### src/hw/adc_seq_params.svh
`ifndef ADC_SEQ_PARAMS_SVH
`define ADC_SEQ_PARAMS_SVH

// register port map (word index on reg_addr)
`define CTRL_OFFSET      2'h0
`define SHADOW_OFFSET    2'h1
`define STATUS_OFFSET    2'h2

// control word reset value
`define CTRL_RESET       12'h000

// last channel and default when the mark set is empty
`define CHAN_LAST        4'hF

// wake-up time from shutdown and derived cycle count
`define CLK_PERIOD_NS    100
`define WAKE_NS          1000
`define WAKE_CYCLES      ((`WAKE_NS + `CLK_PERIOD_NS - 1) / `CLK_PERIOD_NS)

// status word field positions
`define STAT_CONV_LSB    12
`define STAT_NEXT_LSB    8
`define STAT_STATE_LSB   6
`define STAT_POWER_BIT   5
`define STAT_WAKE_BIT    4

`endif

### src/hw/adc_seq_pkg.sv
package adc_seq_pkg;

	// control word, bit 11 down to bit 0
	typedef struct packed {
		logic       step_control_bit;
		logic [3:0] channel_address_field;
		logic       power_mode_high_bit;
		logic       power_mode_low_bit;
		logic       shadow_bit;
		logic       idle_output_hold_bit;
		logic       range_bit;
		logic       coding_bit;
		logic       single_ended_select;
	} ctrl_word_t;

	// output coding of one conversion
	typedef struct packed {
		logic range_bit;
		logic single_ended_select;
		logic coding_bit;
		logic twos_complement;
	} result_fmt_t;

	// input selection of one conversion
	typedef struct packed {
		logic [3:0] pos_input;
		logic [3:0] neg_input;
		logic       differential;
	} input_sel_t;

	typedef enum logic [1:0] {
		SEQ_DIRECT = 2'b00,
		SEQ_ARMED  = 2'b01,
		SEQ_MARKED = 2'b10,
		SEQ_COUNT  = 2'b11
	} seq_state_t;

endpackage

### src/hw/pin_edge_sync.sv
`timescale 1ns/1ps
`default_nettype none

// two-flop synchroniser with edge pulses on the settled level
module pin_edge_sync (
	// clock and reset
	input  wire logic clk,
	input  wire logic sys_rst,
	// asynchronous pin
	input  wire logic pin_in,
	// synchronised level and edges
	output logic      level,
	output logic      fall,
	output logic      rise
);

	logic meta_q;
	logic meta_d;
	logic sync_q;
	logic sync_d;
	logic last_q;
	logic last_d;

	// next values; first flop feeds only the second
	always_comb begin
		meta_d = pin_in;
		sync_d = meta_q;
		last_d = sync_q;
	end

	// pins idle high
	always_ff @(posedge clk or posedge sys_rst) begin
		if (sys_rst) begin
			meta_q <= 1'b1;
			sync_q <= 1'b1;
			last_q <= 1'b1;
		end else begin
			meta_q <= meta_d;
			sync_q <= sync_d;
			last_q <= last_d;
		end
	end

	assign level = sync_q;
	assign fall  = last_q & ~sync_q;
	assign rise  = ~last_q & sync_q;

endmodule // pin_edge_sync

`default_nettype wire

### src/hw/chan_pair_decode.sv
`timescale 1ns/1ps
`default_nettype none

// channel code plus mode into the input pair
module chan_pair_decode
	import adc_seq_pkg::*;
(
	// code and mode
	input  wire logic [3:0] chan,
	input  wire logic       single_ended_select,
	// selected inputs
	output input_sel_t      sel
);

	// even code pairs with the one above, odd with the one below
	always_comb begin
		sel.pos_input    = chan;
		sel.differential = ~single_ended_select;
		if (single_ended_select) begin
			sel.neg_input = chan;
		end else begin
			sel.neg_input = {chan[3:1], ~chan[0]};
		end
	end

endmodule // chan_pair_decode

`default_nettype wire

### src/hw/adc_channel_sequencer.sv
`timescale 1ns/1ps
`default_nettype none
`include "adc_seq_params.svh"

module adc_channel_sequencer
	import adc_seq_pkg::*;
(
	// clock and reset
	input  wire logic        clk,
	input  wire logic        sys_rst,
	// register port
	input  wire logic [1:0]  reg_addr,
	input  wire logic [15:0] reg_wdata,
	input  wire logic        reg_wr,
	input  wire logic        reg_rd,
	output logic      [15:0] reg_rdata,
	// frame pin from the host
	input  wire logic        chip_select_low,
	// conversion control
	output logic             conv_start,
	output var input_sel_t   conv_sel,
	output var result_fmt_t  conv_fmt,
	output logic             powered,
	output logic             wake_done,
	output logic             idle_output_hold,
	output seq_state_t       seq_state
);

	// frame pin synchronised
	logic cs_level;
	logic cs_fall;
	logic cs_rise;

	pin_edge_sync pin_edge_sync_inst (
		.clk     (clk),
		.sys_rst (sys_rst),
		.pin_in  (chip_select_low),
		.level   (cs_level),
		.fall    (cs_fall),
		.rise    (cs_rise)
	);

	// lowest marked channel above cur, else lowest overall, else 15
	function automatic logic [3:0] next_marked(
		input logic [15:0] marks,
		input logic [3:0]  cur,
		input logic        from_start
	);
		logic [3:0] lo_all;
		logic [3:0] lo_above;
		logic       any_all;
		logic       any_above;
		lo_all    = `CHAN_LAST;
		lo_above  = `CHAN_LAST;
		any_all   = 1'b0;
		any_above = 1'b0;
		for (int i = 15; i >= 0; i--) begin
			if (marks[i]) begin
				lo_all  = 4'(i);
				any_all = 1'b1;
				if (5'(i) > {1'b0, cur}) begin
					lo_above  = 4'(i);
					any_above = 1'b1;
				end
			end
		end
		if (!any_all) begin
			next_marked = `CHAN_LAST;
		end else if (any_above && !from_start) begin
			next_marked = lo_above;
		end else begin
			next_marked = lo_all;
		end
	endfunction

	// shadow word into per-channel marks, bit 15 is input 0
	function automatic logic [15:0] shadow_to_marks(input logic [15:0] w);
		logic [15:0] m;
		m = 16'h0000;
		for (int c = 0; c < 16; c++) begin
			m[c] = w[15 - c];
		end
		shadow_to_marks = m;
	endfunction

	// bus strobes
	logic ctrl_wr;
	logic shadow_wr;
	assign ctrl_wr   = reg_wr && (reg_addr == `CTRL_OFFSET);
	assign shadow_wr = reg_wr && (reg_addr == `SHADOW_OFFSET);

	ctrl_word_t  ctrl_q;
	ctrl_word_t  ctrl_d;
	ctrl_word_t  wr_word;
	seq_state_t  state_q;
	seq_state_t  state_d;
	logic [15:0] marks_q;
	logic [15:0] marks_d;
	logic [3:0]  next_chan_q;
	logic [3:0]  next_chan_d;
	logic [3:0]  conv_chan_q;
	logic [3:0]  conv_chan_d;
	input_sel_t  sel_q;
	input_sel_t  sel_d;
	input_sel_t  sel_now;
	result_fmt_t fmt_q;
	result_fmt_t fmt_d;
	logic        start_q;
	logic        start_d;

	assign wr_word = ctrl_word_t'(reg_wdata[11:0]);

	chan_pair_decode chan_pair_decode_inst (
		.chan                (next_chan_q),
		.single_ended_select (ctrl_q.single_ended_select),
		.sel                 (sel_now)
	);

	// sequencer: advance on frame start, then apply writes
	always_comb begin
		ctrl_d      = ctrl_q;
		state_d     = state_q;
		marks_d     = marks_q;
		next_chan_d = next_chan_q;
		conv_chan_d = conv_chan_q;
		sel_d       = sel_q;
		fmt_d       = fmt_q;
		start_d     = cs_fall;

		if (cs_fall) begin
			conv_chan_d = next_chan_q;
			sel_d       = sel_now;
			fmt_d.range_bit           = ctrl_q.range_bit;
			fmt_d.single_ended_select = ctrl_q.single_ended_select;
			fmt_d.coding_bit          = ctrl_q.coding_bit;
			fmt_d.twos_complement     = ~ctrl_q.coding_bit;
			unique case (state_q)
				SEQ_DIRECT, SEQ_ARMED: begin
					next_chan_d = ctrl_q.channel_address_field;
				end
				SEQ_MARKED: begin
					next_chan_d = next_marked(marks_q, next_chan_q, 1'b0);
				end
				SEQ_COUNT: begin
					if (next_chan_q >= ctrl_q.channel_address_field) begin
						next_chan_d = 4'h0;
					end else begin
						next_chan_d = next_chan_q + 4'h1;
					end
				end
			endcase
		end

		if (ctrl_wr) begin
			if (wr_word.step_control_bit && !wr_word.shadow_bit) begin
				// sequence keeps running, address and sequencer state untouched
				ctrl_d.power_mode_high_bit  = wr_word.power_mode_high_bit;
				ctrl_d.power_mode_low_bit   = wr_word.power_mode_low_bit;
				ctrl_d.idle_output_hold_bit = wr_word.idle_output_hold_bit;
				ctrl_d.range_bit            = wr_word.range_bit;
				ctrl_d.coding_bit           = wr_word.coding_bit;
				ctrl_d.single_ended_select  = wr_word.single_ended_select;
				ctrl_d.step_control_bit     = wr_word.step_control_bit;
				ctrl_d.shadow_bit           = wr_word.shadow_bit;
			end else begin
				ctrl_d = wr_word;
				unique case ({wr_word.step_control_bit, wr_word.shadow_bit})
					2'b01: begin
						state_d     = SEQ_ARMED;
						next_chan_d = wr_word.channel_address_field;
					end
					2'b11: begin
						state_d     = SEQ_COUNT;
						next_chan_d = 4'h0;
					end
					default: begin
						state_d     = SEQ_DIRECT;
						next_chan_d = wr_word.channel_address_field;
					end
				endcase
			end
		end else if (shadow_wr && state_q == SEQ_ARMED) begin
			// any pattern accepted, gaps allowed
			marks_d     = shadow_to_marks(reg_wdata);
			state_d     = SEQ_MARKED;
			next_chan_d = next_marked(shadow_to_marks(reg_wdata), 4'h0, 1'b1);
		end
	end

	always_ff @(posedge clk or posedge sys_rst) begin
		if (sys_rst) begin
			ctrl_q      <= ctrl_word_t'(`CTRL_RESET);
			state_q     <= SEQ_DIRECT;
			marks_q     <= 16'h0000;
			next_chan_q <= 4'h0;
			conv_chan_q <= 4'h0;
			sel_q       <= input_sel_t'(9'h000);
			fmt_q       <= result_fmt_t'(4'h0);
			start_q     <= 1'b0;
		end else begin
			ctrl_q      <= ctrl_d;
			state_q     <= state_d;
			marks_q     <= marks_d;
			next_chan_q <= next_chan_d;
			conv_chan_q <= conv_chan_d;
			sel_q       <= sel_d;
			fmt_q       <= fmt_d;
			start_q     <= start_d;
		end
	end

	// power state and wake-up timer
	logic       powered_q;
	logic       powered_d;
	logic [7:0] wake_cnt_q;
	logic [7:0] wake_cnt_d;
	logic       wake_done_q;
	logic       wake_done_d;
	logic       in_frame_q;
	logic       in_frame_d;

	always_comb begin
		powered_d   = powered_q;
		wake_cnt_d  = wake_cnt_q;
		wake_done_d = wake_done_q;
		in_frame_d  = in_frame_q;
		if (cs_fall) begin
			in_frame_d = 1'b1;
		end else if (cs_rise) begin
			in_frame_d = 1'b0;
		end
		if (ctrl_q.power_mode_high_bit) begin
			powered_d = 1'b1;
		end else if (cs_rise && in_frame_q) begin
			powered_d = 1'b0;
		end else if (cs_fall) begin
			powered_d = 1'b1;
		end
		if (!powered_d) begin
			wake_cnt_d  = 8'h00;
			wake_done_d = 1'b0;
		end else if (!wake_done_q) begin
			if (wake_cnt_q >= 8'(`WAKE_CYCLES - 1)) begin
				wake_done_d = 1'b1;
			end else begin
				wake_cnt_d = wake_cnt_q + 8'h01;
			end
		end
	end

	always_ff @(posedge clk or posedge sys_rst) begin
		if (sys_rst) begin
			powered_q   <= 1'b0;
			wake_cnt_q  <= 8'h00;
			wake_done_q <= 1'b0;
			in_frame_q  <= 1'b0;
		end else begin
			powered_q   <= powered_d;
			wake_cnt_q  <= wake_cnt_d;
			wake_done_q <= wake_done_d;
			in_frame_q  <= in_frame_d;
		end
	end

	// register read, answered one cycle after the strobe
	logic [15:0] rdata_q;
	logic [15:0] rdata_d;

	always_comb begin
		rdata_d = 16'h0000;
		if (reg_rd) begin
			unique case (reg_addr)
				`CTRL_OFFSET: begin
					rdata_d = {4'h0, ctrl_q};
				end
				`STATUS_OFFSET: begin
					rdata_d[`STAT_CONV_LSB +: 4]  = conv_chan_q;
					rdata_d[`STAT_NEXT_LSB +: 4]  = next_chan_q;
					rdata_d[`STAT_STATE_LSB +: 2] = state_q;
					rdata_d[`STAT_POWER_BIT]      = powered_q;
					rdata_d[`STAT_WAKE_BIT]       = wake_done_q;
					rdata_d[0]                    = cs_level;
				end
				default: begin
					rdata_d = 16'h0000; // shadow is write-only
				end
			endcase
		end
	end

	always_ff @(posedge clk or posedge sys_rst) begin
		if (sys_rst) begin
			rdata_q <= 16'h0000;
		end else begin
			rdata_q <= rdata_d;
		end
	end

	// outputs
	assign reg_rdata        = rdata_q;
	assign conv_start       = start_q;
	assign conv_sel         = sel_q;
	assign conv_fmt         = fmt_q;
	assign powered          = powered_q;
	assign wake_done        = wake_done_q;
	assign idle_output_hold = ctrl_q.idle_output_hold_bit;
	assign seq_state        = state_q;

endmodule // adc_channel_sequencer

`default_nettype wire

### config.mk
export PLATFORM = sky130hd
export DESIGN_NAME = adc_channel_sequencer
export DESIGN_NICKNAME = d
export VERILOG_FILES = /design/src/hw/adc_seq_pkg.sv /design/src/hw/pin_edge_sync.sv /design/src/hw/chan_pair_decode.sv /design/src/hw/adc_channel_sequencer.sv
export VERILOG_INCLUDE_DIRS = /design/src /design/src/hw
export SDC_FILE = /design/constraint.sdc
export NUM_CORES = 1
export LEC_CHECK = 0
export BUFFER_PORTS_ARGS = -buffer_cell sky130_fd_sc_hd__buf_4
export CORE_MARGIN = 4
export CORE_UTILIZATION = 30
export DETAILED_ROUTE_END_ITERATION = 10
export PLACE_DENSITY = 0.58
export RECOVER_POWER = 100
export SYNTH_ARGS = -nofsm -noshare
export SYNTH_HDL_FRONTEND = slang
export SYNTH_SLANG_ARGS = --single-unit
### constraint.sdc
create_clock -name clk -period 2.7 [get_ports clk]
set_clock_uncertainty 0.2 [all_clocks]
set_input_delay 0.135 -clock clk [delete_from_list [all_inputs] [get_ports clk]]
set_output_delay 0.135 -clock clk [all_outputs]
set_load 0.1 [all_outputs]
==> results of run 1 <==
[final timing paths]
kind,startpoint,end,slack (ps)
setup / recovery,next_chan_q[0],next_chan_q[1],130
hold / removal,reg_rd,reg_rdata[14],90
setup reg to reg,next_chan_q[0],next_chan_q[1],130
hold reg to reg,pin_edge_sync_inst.meta_q,pin_edge_sync_inst.level,170
max in group asynchronous,sys_rst,reg_rdata[15],550
min in group asynchronous,sys_rst,marks_q[10],730
[flip-flops by register name, indices dropped and copies added, names as in the netlist, 2 cells and up]
register     flops
seq_state        2
marks_q         16
next_chan_q      4
conv_fmt         4
conv_sel         6
reg_rdata       16
wake_cnt_q       8
ctrl_q          11
[cell families (layout without fill, tap and decap cells)]
| group | count (synthesis) | after routing | synth area share [%] |
|---|---|---|---|
| buf+inv | 43 | 132 | 4.809 |
| flops | 75 | 75 | 48.19 |
| xor+xnor | 4 | 4 | 0.8979 |
| mux | 42 | 42 | 11.77 |
| fa+ha+maj | 13 | 13 | 4.104 |
| compound gates | 86 | 86 | 14.49 |
| simple gates | 118 | 118 | 15.74 |
[per-stage QoR]
| stage | setup TNS (ps) | hold slack, ps | std cells |
|---|---|---|---|
| final | 0 | 86.07 | 642 |
| after global routing | -9.730 | 94.20 | 642 |
| after CTS | 0 | 77.43 | 641 |
| after detailed placement | 0 | 44.87 | 605 |
| after global placement | 0 | 44.01 | 605 |
| after floorplan | 0 | -60.52 | 381 |
[metal layers]
metal	up-vias	global-route usage, %	share of wire, %
met5	-	0	0
met4	0	5.318	1.8
met3	14	3.296	5.4
met2	98	23.38	48
met1	1583	20.44	45
li1	1529	-	-
[where the power goes]
group / internal, W / switching [W] / leakage, nW
Sequential: 0.00142 / 0.000364 / 0.923
Combinational: 0.000757 / 0.00168 / 1.05
Clock: 0.000626 / 0.000502 / 0.136
[cell type report]
| class | count | area, um2 | area share [%] |
|---|---|---|---|
| timing repair buffer | 92 | 591.8 | 12.12 |
| clock inverter | 7 | 52.55 | 1.076 |
| multi-input combinational | 263 | 1828 | 37.43 |
| clock buffer | 9 | 225.2 | 4.612 |
| inverter | 24 | 90.09 | 1.845 |
| tap | 172 | 215.2 | 4.407 |
| sequential | 75 | 1881 | 38.51 |
[worst max-delay path: stages (launching register included)]
cell and delay, ps:
dfrtp_1 420, inv_1 130, ha_2 260, o21ai_1 90, a32oi_1 270, o21ai_1 140
nand3b_1 210, or4_1 490, a31oi_1 180, o21a_1 120
[cell usage after synthesis, drive strengths merged, types with 2 or more instances]
library cell	count	area, um2
dfrtp	72	1802
nor2	39	148.9
mux2	31	349.1
o21ai	31	155.2
inv	24	90.08
a21oi	16	80.08
nand2	16	60.06
buf	12	71.32
ha	12	150.1
nor2b	12	75.07
mux2i	11	110.1
nand3	8	40.04
nor3	8	40.04
clkbuf	7	26.28
a211oi	6	45.04
nand2b	5	31.28
nor4	5	37.53
a221oi	4	35.03
and3	4	25.02
nor3b	4	35.03
a21boi	3	22.52
dfstp	3	78.83
o211ai	3	22.52
or2	3	18.77
or3	3	18.77
or4	3	22.52
xnor2	3	26.28
a2bb2oi	2	23.77
a31oi	2	12.51
and2	2	12.51
nand3b	2	15.01
o2111ai	2	17.52
o21a	2	15.01
o311ai	2	17.52
o31a	2	17.52
o31ai	2	15.01
[repair_timing]
item / in CTS / in global routing
gates resized for setup: 0 / 2
endpoints found under the hold margin: 109 / 0
endpoints found under the setup margin: 0 / 2
setup buffers: 0 / 1
hold buffers: 20 / 0
==> flow_summary.toml, run 1 <==
[drt]
wl_um = 10640
drc_errors = 0
via_per_inst = 5.022
drt_first_iter_violations = 202
first_pass_iters = 5
routedWlPerCell_um = 16.58
ant_nets = 0
vias = 3224

[grt]
grt.total_usage_pct = 14.95
first_global_vias = 3140
antenna_found_initial = 0
grt_pass1_wl_um = 17070
grt_max_degree = 76
grt_overflow = 0

[synthesis]
synth_edf_count = 0
yosys_warnings = 0
synthCells = 381
synth-async-reset-ratio_pct = 100.0
synth_flop_cell = "dfrtp_1"
ys_ff_latch = 75
avgSynthCellArea_um2 = 10.24
synth_cell_types = 61
synth_nets = 416
synth-seq-area-share_pct = 48.19
post_synth_instance_area_um2 = 3902

[place]
port_buffers = 57
dp_slack_ps = 114.0
dpl-instance-area_um2 = 4566
dp_hpwl_um = 7897
gp_congestion = 0.8332

[cells_and_area]
area_delta_synth_final_pct = 25.14
finalNetCount = 500
final_common_cell = "dfrtp_1"
final_cell_area_um2 = 4883
final_core_util_pct = 38.54
most-common-layout-cells = "dfrtp_1 (72), clkbuf_1 (39), nor2_1 (38), mux2_2 (31), buf_4 (30)"
fillCellCount = 1303
drive_above_1_share_pct = 19.36
antenna_cells = 0

[floorplanning]
die_y_um = 122.1
placementRows = 41
core-area_um2 = 12670
initial_core_util_pct = 30.80
dieArea_um2 = 14900
io-pin-count = 58
die_x_um = 122.1

[pwr]
ir_drop_uv = 451.8
p_per_area_nw_per_um2 = 1096
leakage_nw = 2.111
report.power.total_w = 0.005350

[timing]
report.final.slew_viol_count = 76
tightest_slew_ps = 1675
fin_ws_ps = 133.6
finalHoldViolCount = 0
min_period_ps = 2566
min_period_over_period_pct = 95.05
setup_viol_count_final = 0
slew-limit-headroom_pct = -11.64
max_freq_ghz = 0.3897

[critical_path]
worstPathArrival_ps = 2650
worst_setup_path_start_kind = "flop"
path_class = "flop to flop"
end_kind = "flop"
rr_worst_depth = 9
cp_max_fo = 6
worst_ep_required_time_ps = 2790

[clocking]
root_buffer = "clkbuf_16"
cts.htree.levels = 3
clockBufferDepth = 2
insertion_delay_ps = 340
cts.sinks = 75
numCtsBuffers = 9
path_clk_slew_ps = 60
cts_tree = "yes"

[run_status]
violations = "capacitance limit, slew limit"
outcome = "finished, violations left"

[worst_hold_path]
holdPathStages = 3
hold_path_class = "input pin to flop"

[run]
cap_violations = 1
(Power assumes the default switching activity.)
==> inputs of run 2 (changes only) <==
--- a/config.mk
+++ b/config.mk
@@ -14,4 +14,5 @@
 export RECOVER_POWER = 100
 export SYNTH_ARGS = -nofsm -noshare
 export SYNTH_HDL_FRONTEND = slang
+export SYNTH_HIERARCHICAL = 1
 export SYNTH_SLANG_ARGS = --single-unit
==> run 2 against run 1 <==
Net effect: the flow still finishes with violations (capacitance limit, slew limit); synthesized cell count increased by 12%; worst setup slack improved by 69 ps; count of clock-buffer cells in the layout unchanged; total power increased by 12%; critical path type unchanged.
==> flow_summary.toml, run 2 <==
[run_status]
outcome = "finished, violations left"
violations = "capacitance limit, slew limit"

[drt]
via_per_inst = 5.107
routedWlPerCell_um = 16.11
first_pass_iters = 5
vias = 3529
ant_nets = 0
wl_um = 11130
drc_errors = 0
drt_first_iter_violations = 234

[synthesis]
synth_common_cells = "dfrtp_1 (79), nand2_1 (54), nor2_1 (40)"
synth_cell_types = 60
avgSynthCellArea_um2 = 9.942
synth-async-reset-ratio_pct = 100.0
synth_area_leaders = "dfrtp_1 (46%), mux2_2 (6.9%), nand2_1 (4.8%)"
ys_ff_latch = 82
yosys.area_share.simple_pct = 17.41
synth_compound_area_share_pct = 15.14
post_synth_instance_area_um2 = 4255
synth_flop_cell = "dfrtp_1"
synth.most_common_cell = "dfrtp_1"
yosys_warnings = 6
synth_xor_area_share_pct = 1.029
synth-seq-area-share_pct = 48.31
synthCells = 428
synthMuxAreaShare_pct = 9.703
synth_edf_count = 0
synth_nets = 461
synthAdderAreaFrac_pct = 2.940
synth_top_area_share_pct = 46.46
synth_top_family_by_area = "simple AND/OR/NAND/NOR gates"
yosys.area.top_type = "dfrtp_1"

[worst_hold_path]
hold_path_class = "input pin to flop"
holdPathStages = 3

[critical_path]
end_kind = "flop"
path_class = "flop to flop"
worst_setup_path_start_kind = "flop"
worstPathArrival_ps = 2550
rr_worst_depth = 7
cp_max_fo = 8
worst_ep_required_time_ps = 2750

[pwr]
ir_drop_uv = 436.4
p_per_area_nw_per_um2 = 1145
leakage_nw = 2.346

[clocking]
numCtsBuffers = 9
cts.htree.levels = 3
post_cts_resized = 0
cts.sinks = 82
cts_tree = "yes"
clockBufferDepth = 2
path_clk_slew_ps = 60
root_buffer = "clkbuf_16"
insertion_delay_ps = 340

[timing]
setup_viol_count_final = 0
tightest_slew_ps = 1559
tns_ps = 0
min_period_ps = 2497
max_freq_ghz = 0.4005
slew-limit-headroom_pct = -4.016
finalHoldViolCount = 0
min_period_over_period_pct = 92.49
report.final.slew_viol_count = 43
rsz0062_at_grt = "false"

[floorplanning]
die_x_um = 127.1
dieArea_um2 = 16150
core-area_um2 = 13880
io-pin-count = 58
die_y_um = 127.1
placementRows = 43
initial_core_util_pct = 30.66

[place]
dp_cells = 655
dp_hpwl_um = 8286
gp_congestion = 0.9377
port_buffers = 57

[grt]
grt_pass1_wl_um = 18080
grt.total_usage_pct = 14.05
first_global_vias = 3456
antenna_found_initial = 0
grt_overflow = 0
grt_max_degree = 43

[run]
cap_violations = 1

[cells_and_area]
fillCellCount = 1439
drive_above_1_share_pct = 17.22
antenna_cells = 0
final_common_cell = "dfrtp_1"
most-common-layout-cells = "dfrtp_1 (79), nand2_1 (54), nor2_1 (40), clkbuf_1 (39), buf_4 (27)"
finalNetCount = 539
area_delta_synth_final_pct = 23.14
layoutNonFillerInstCount = 691
[run 2: changes by cell type after synthesis, moves of 3 or more]
| cell | before | now |
|---|---|---|
| nand2_1 | 16 | 54 |
| a21oi_1 | 16 | 10 |
| o22ai_1 | 0 | 3 |
| or3_1 | 3 | 0 |
| buf_4 | 3 | 7 |
| dfrtp_1 | 72 | 79 |
| mux2_2 | 31 | 26 |
| nor3_1 | 8 | 4 |
| a21o_1 | 1 | 7 |
| nand2b_1 | 5 | 9 |
| nor2b_1 | 12 | 9 |
[run 2: cell type report]
cell class / count / area (um2) / share of cell area [%]
Inverter: 25 / 93.84 / 1.791
Sequential cell: 82 / 2056 / 39.23
Multi-Input combinational cell: 297 / 1961 / 37.42
Tap cell: 180 / 225.2 / 4.298
Timing Repair Buffer: 91 / 576.8 / 11.01
Clock inverter: 7 / 102.6 / 1.958
Clock buffer: 9 / 225.2 / 4.298
[run 2: kinds of logic after synthesis]
family,Yosys count
flops,82
compound gates,91
buf+inv,49
mux,38
fa+ha+maj,10
xor+xnor,5
simple gates,153
[run 2: repair_timing]
item / 4_1_cts / 5_1_grt
hold buffers: 20 / 0
hold endpoints to repair: 83 / 0
setup buffers: 0 / 0
[run 2: report_power, final]
group | internal, W | switching, W
Clock | 0.000819 | 0.000512
Combinational | 0.000812 | 0.00183
Sequential | 0.00159 | 0.000437
Total | 0.00322 | 0.00278
[run 2: metal layers]
layer	track usage [%]	vias up	share of wire (%)
met5	0	-	0
met4	3.533	0	1.5
met3	3.428	16	7.5
met2	21.39	130	44
met1	20.14	1726	47
li1	-	1657	-
[run 2: worst paths after layout]
path                       slack, ps                         to                 startpoint
max in group asynchronous        560             next_chan_q[2]                    sys_rst
min in group asynchronous        200  pin_edge_sync_inst/meta_q                    sys_rst
min reg2reg                      170   pin_edge_sync_inst/level  pin_edge_sync_inst/meta_q
min                               80              reg_rdata[15]                     reg_rd
max reg2reg                      200             next_chan_q[0]             next_chan_q[0]
max                              200             next_chan_q[0]             next_chan_q[0]
[run 2: metrics by stage]
step                      hold WS, ps  util [%]  power [W]  area (um2)  setup WS (ps)
final                           84.12     37.75   0.006000        5240          202.9
after CTS                       69.35     38.94   0.006158        5405          199.1
after detailed placement        25.67     35.14   0.004780        4877          242.4
after global placement          7.701     35.14   0.004766        4877          391.4
after global routing            93.41     37.75   0.006359        5240          42.96
after floorplan                -131.7         -   0.004097        4255          341.6
[run 2: worst max-delay path, stage by stage, from the launching register on]
cell,delay (ps)
dfrtp_1,450
ha_1,390
o21ai_1,190
a32oi_4,350
nand3_2,140
a2111oi_2,340
o21ai_1,130
a32oi_1,220
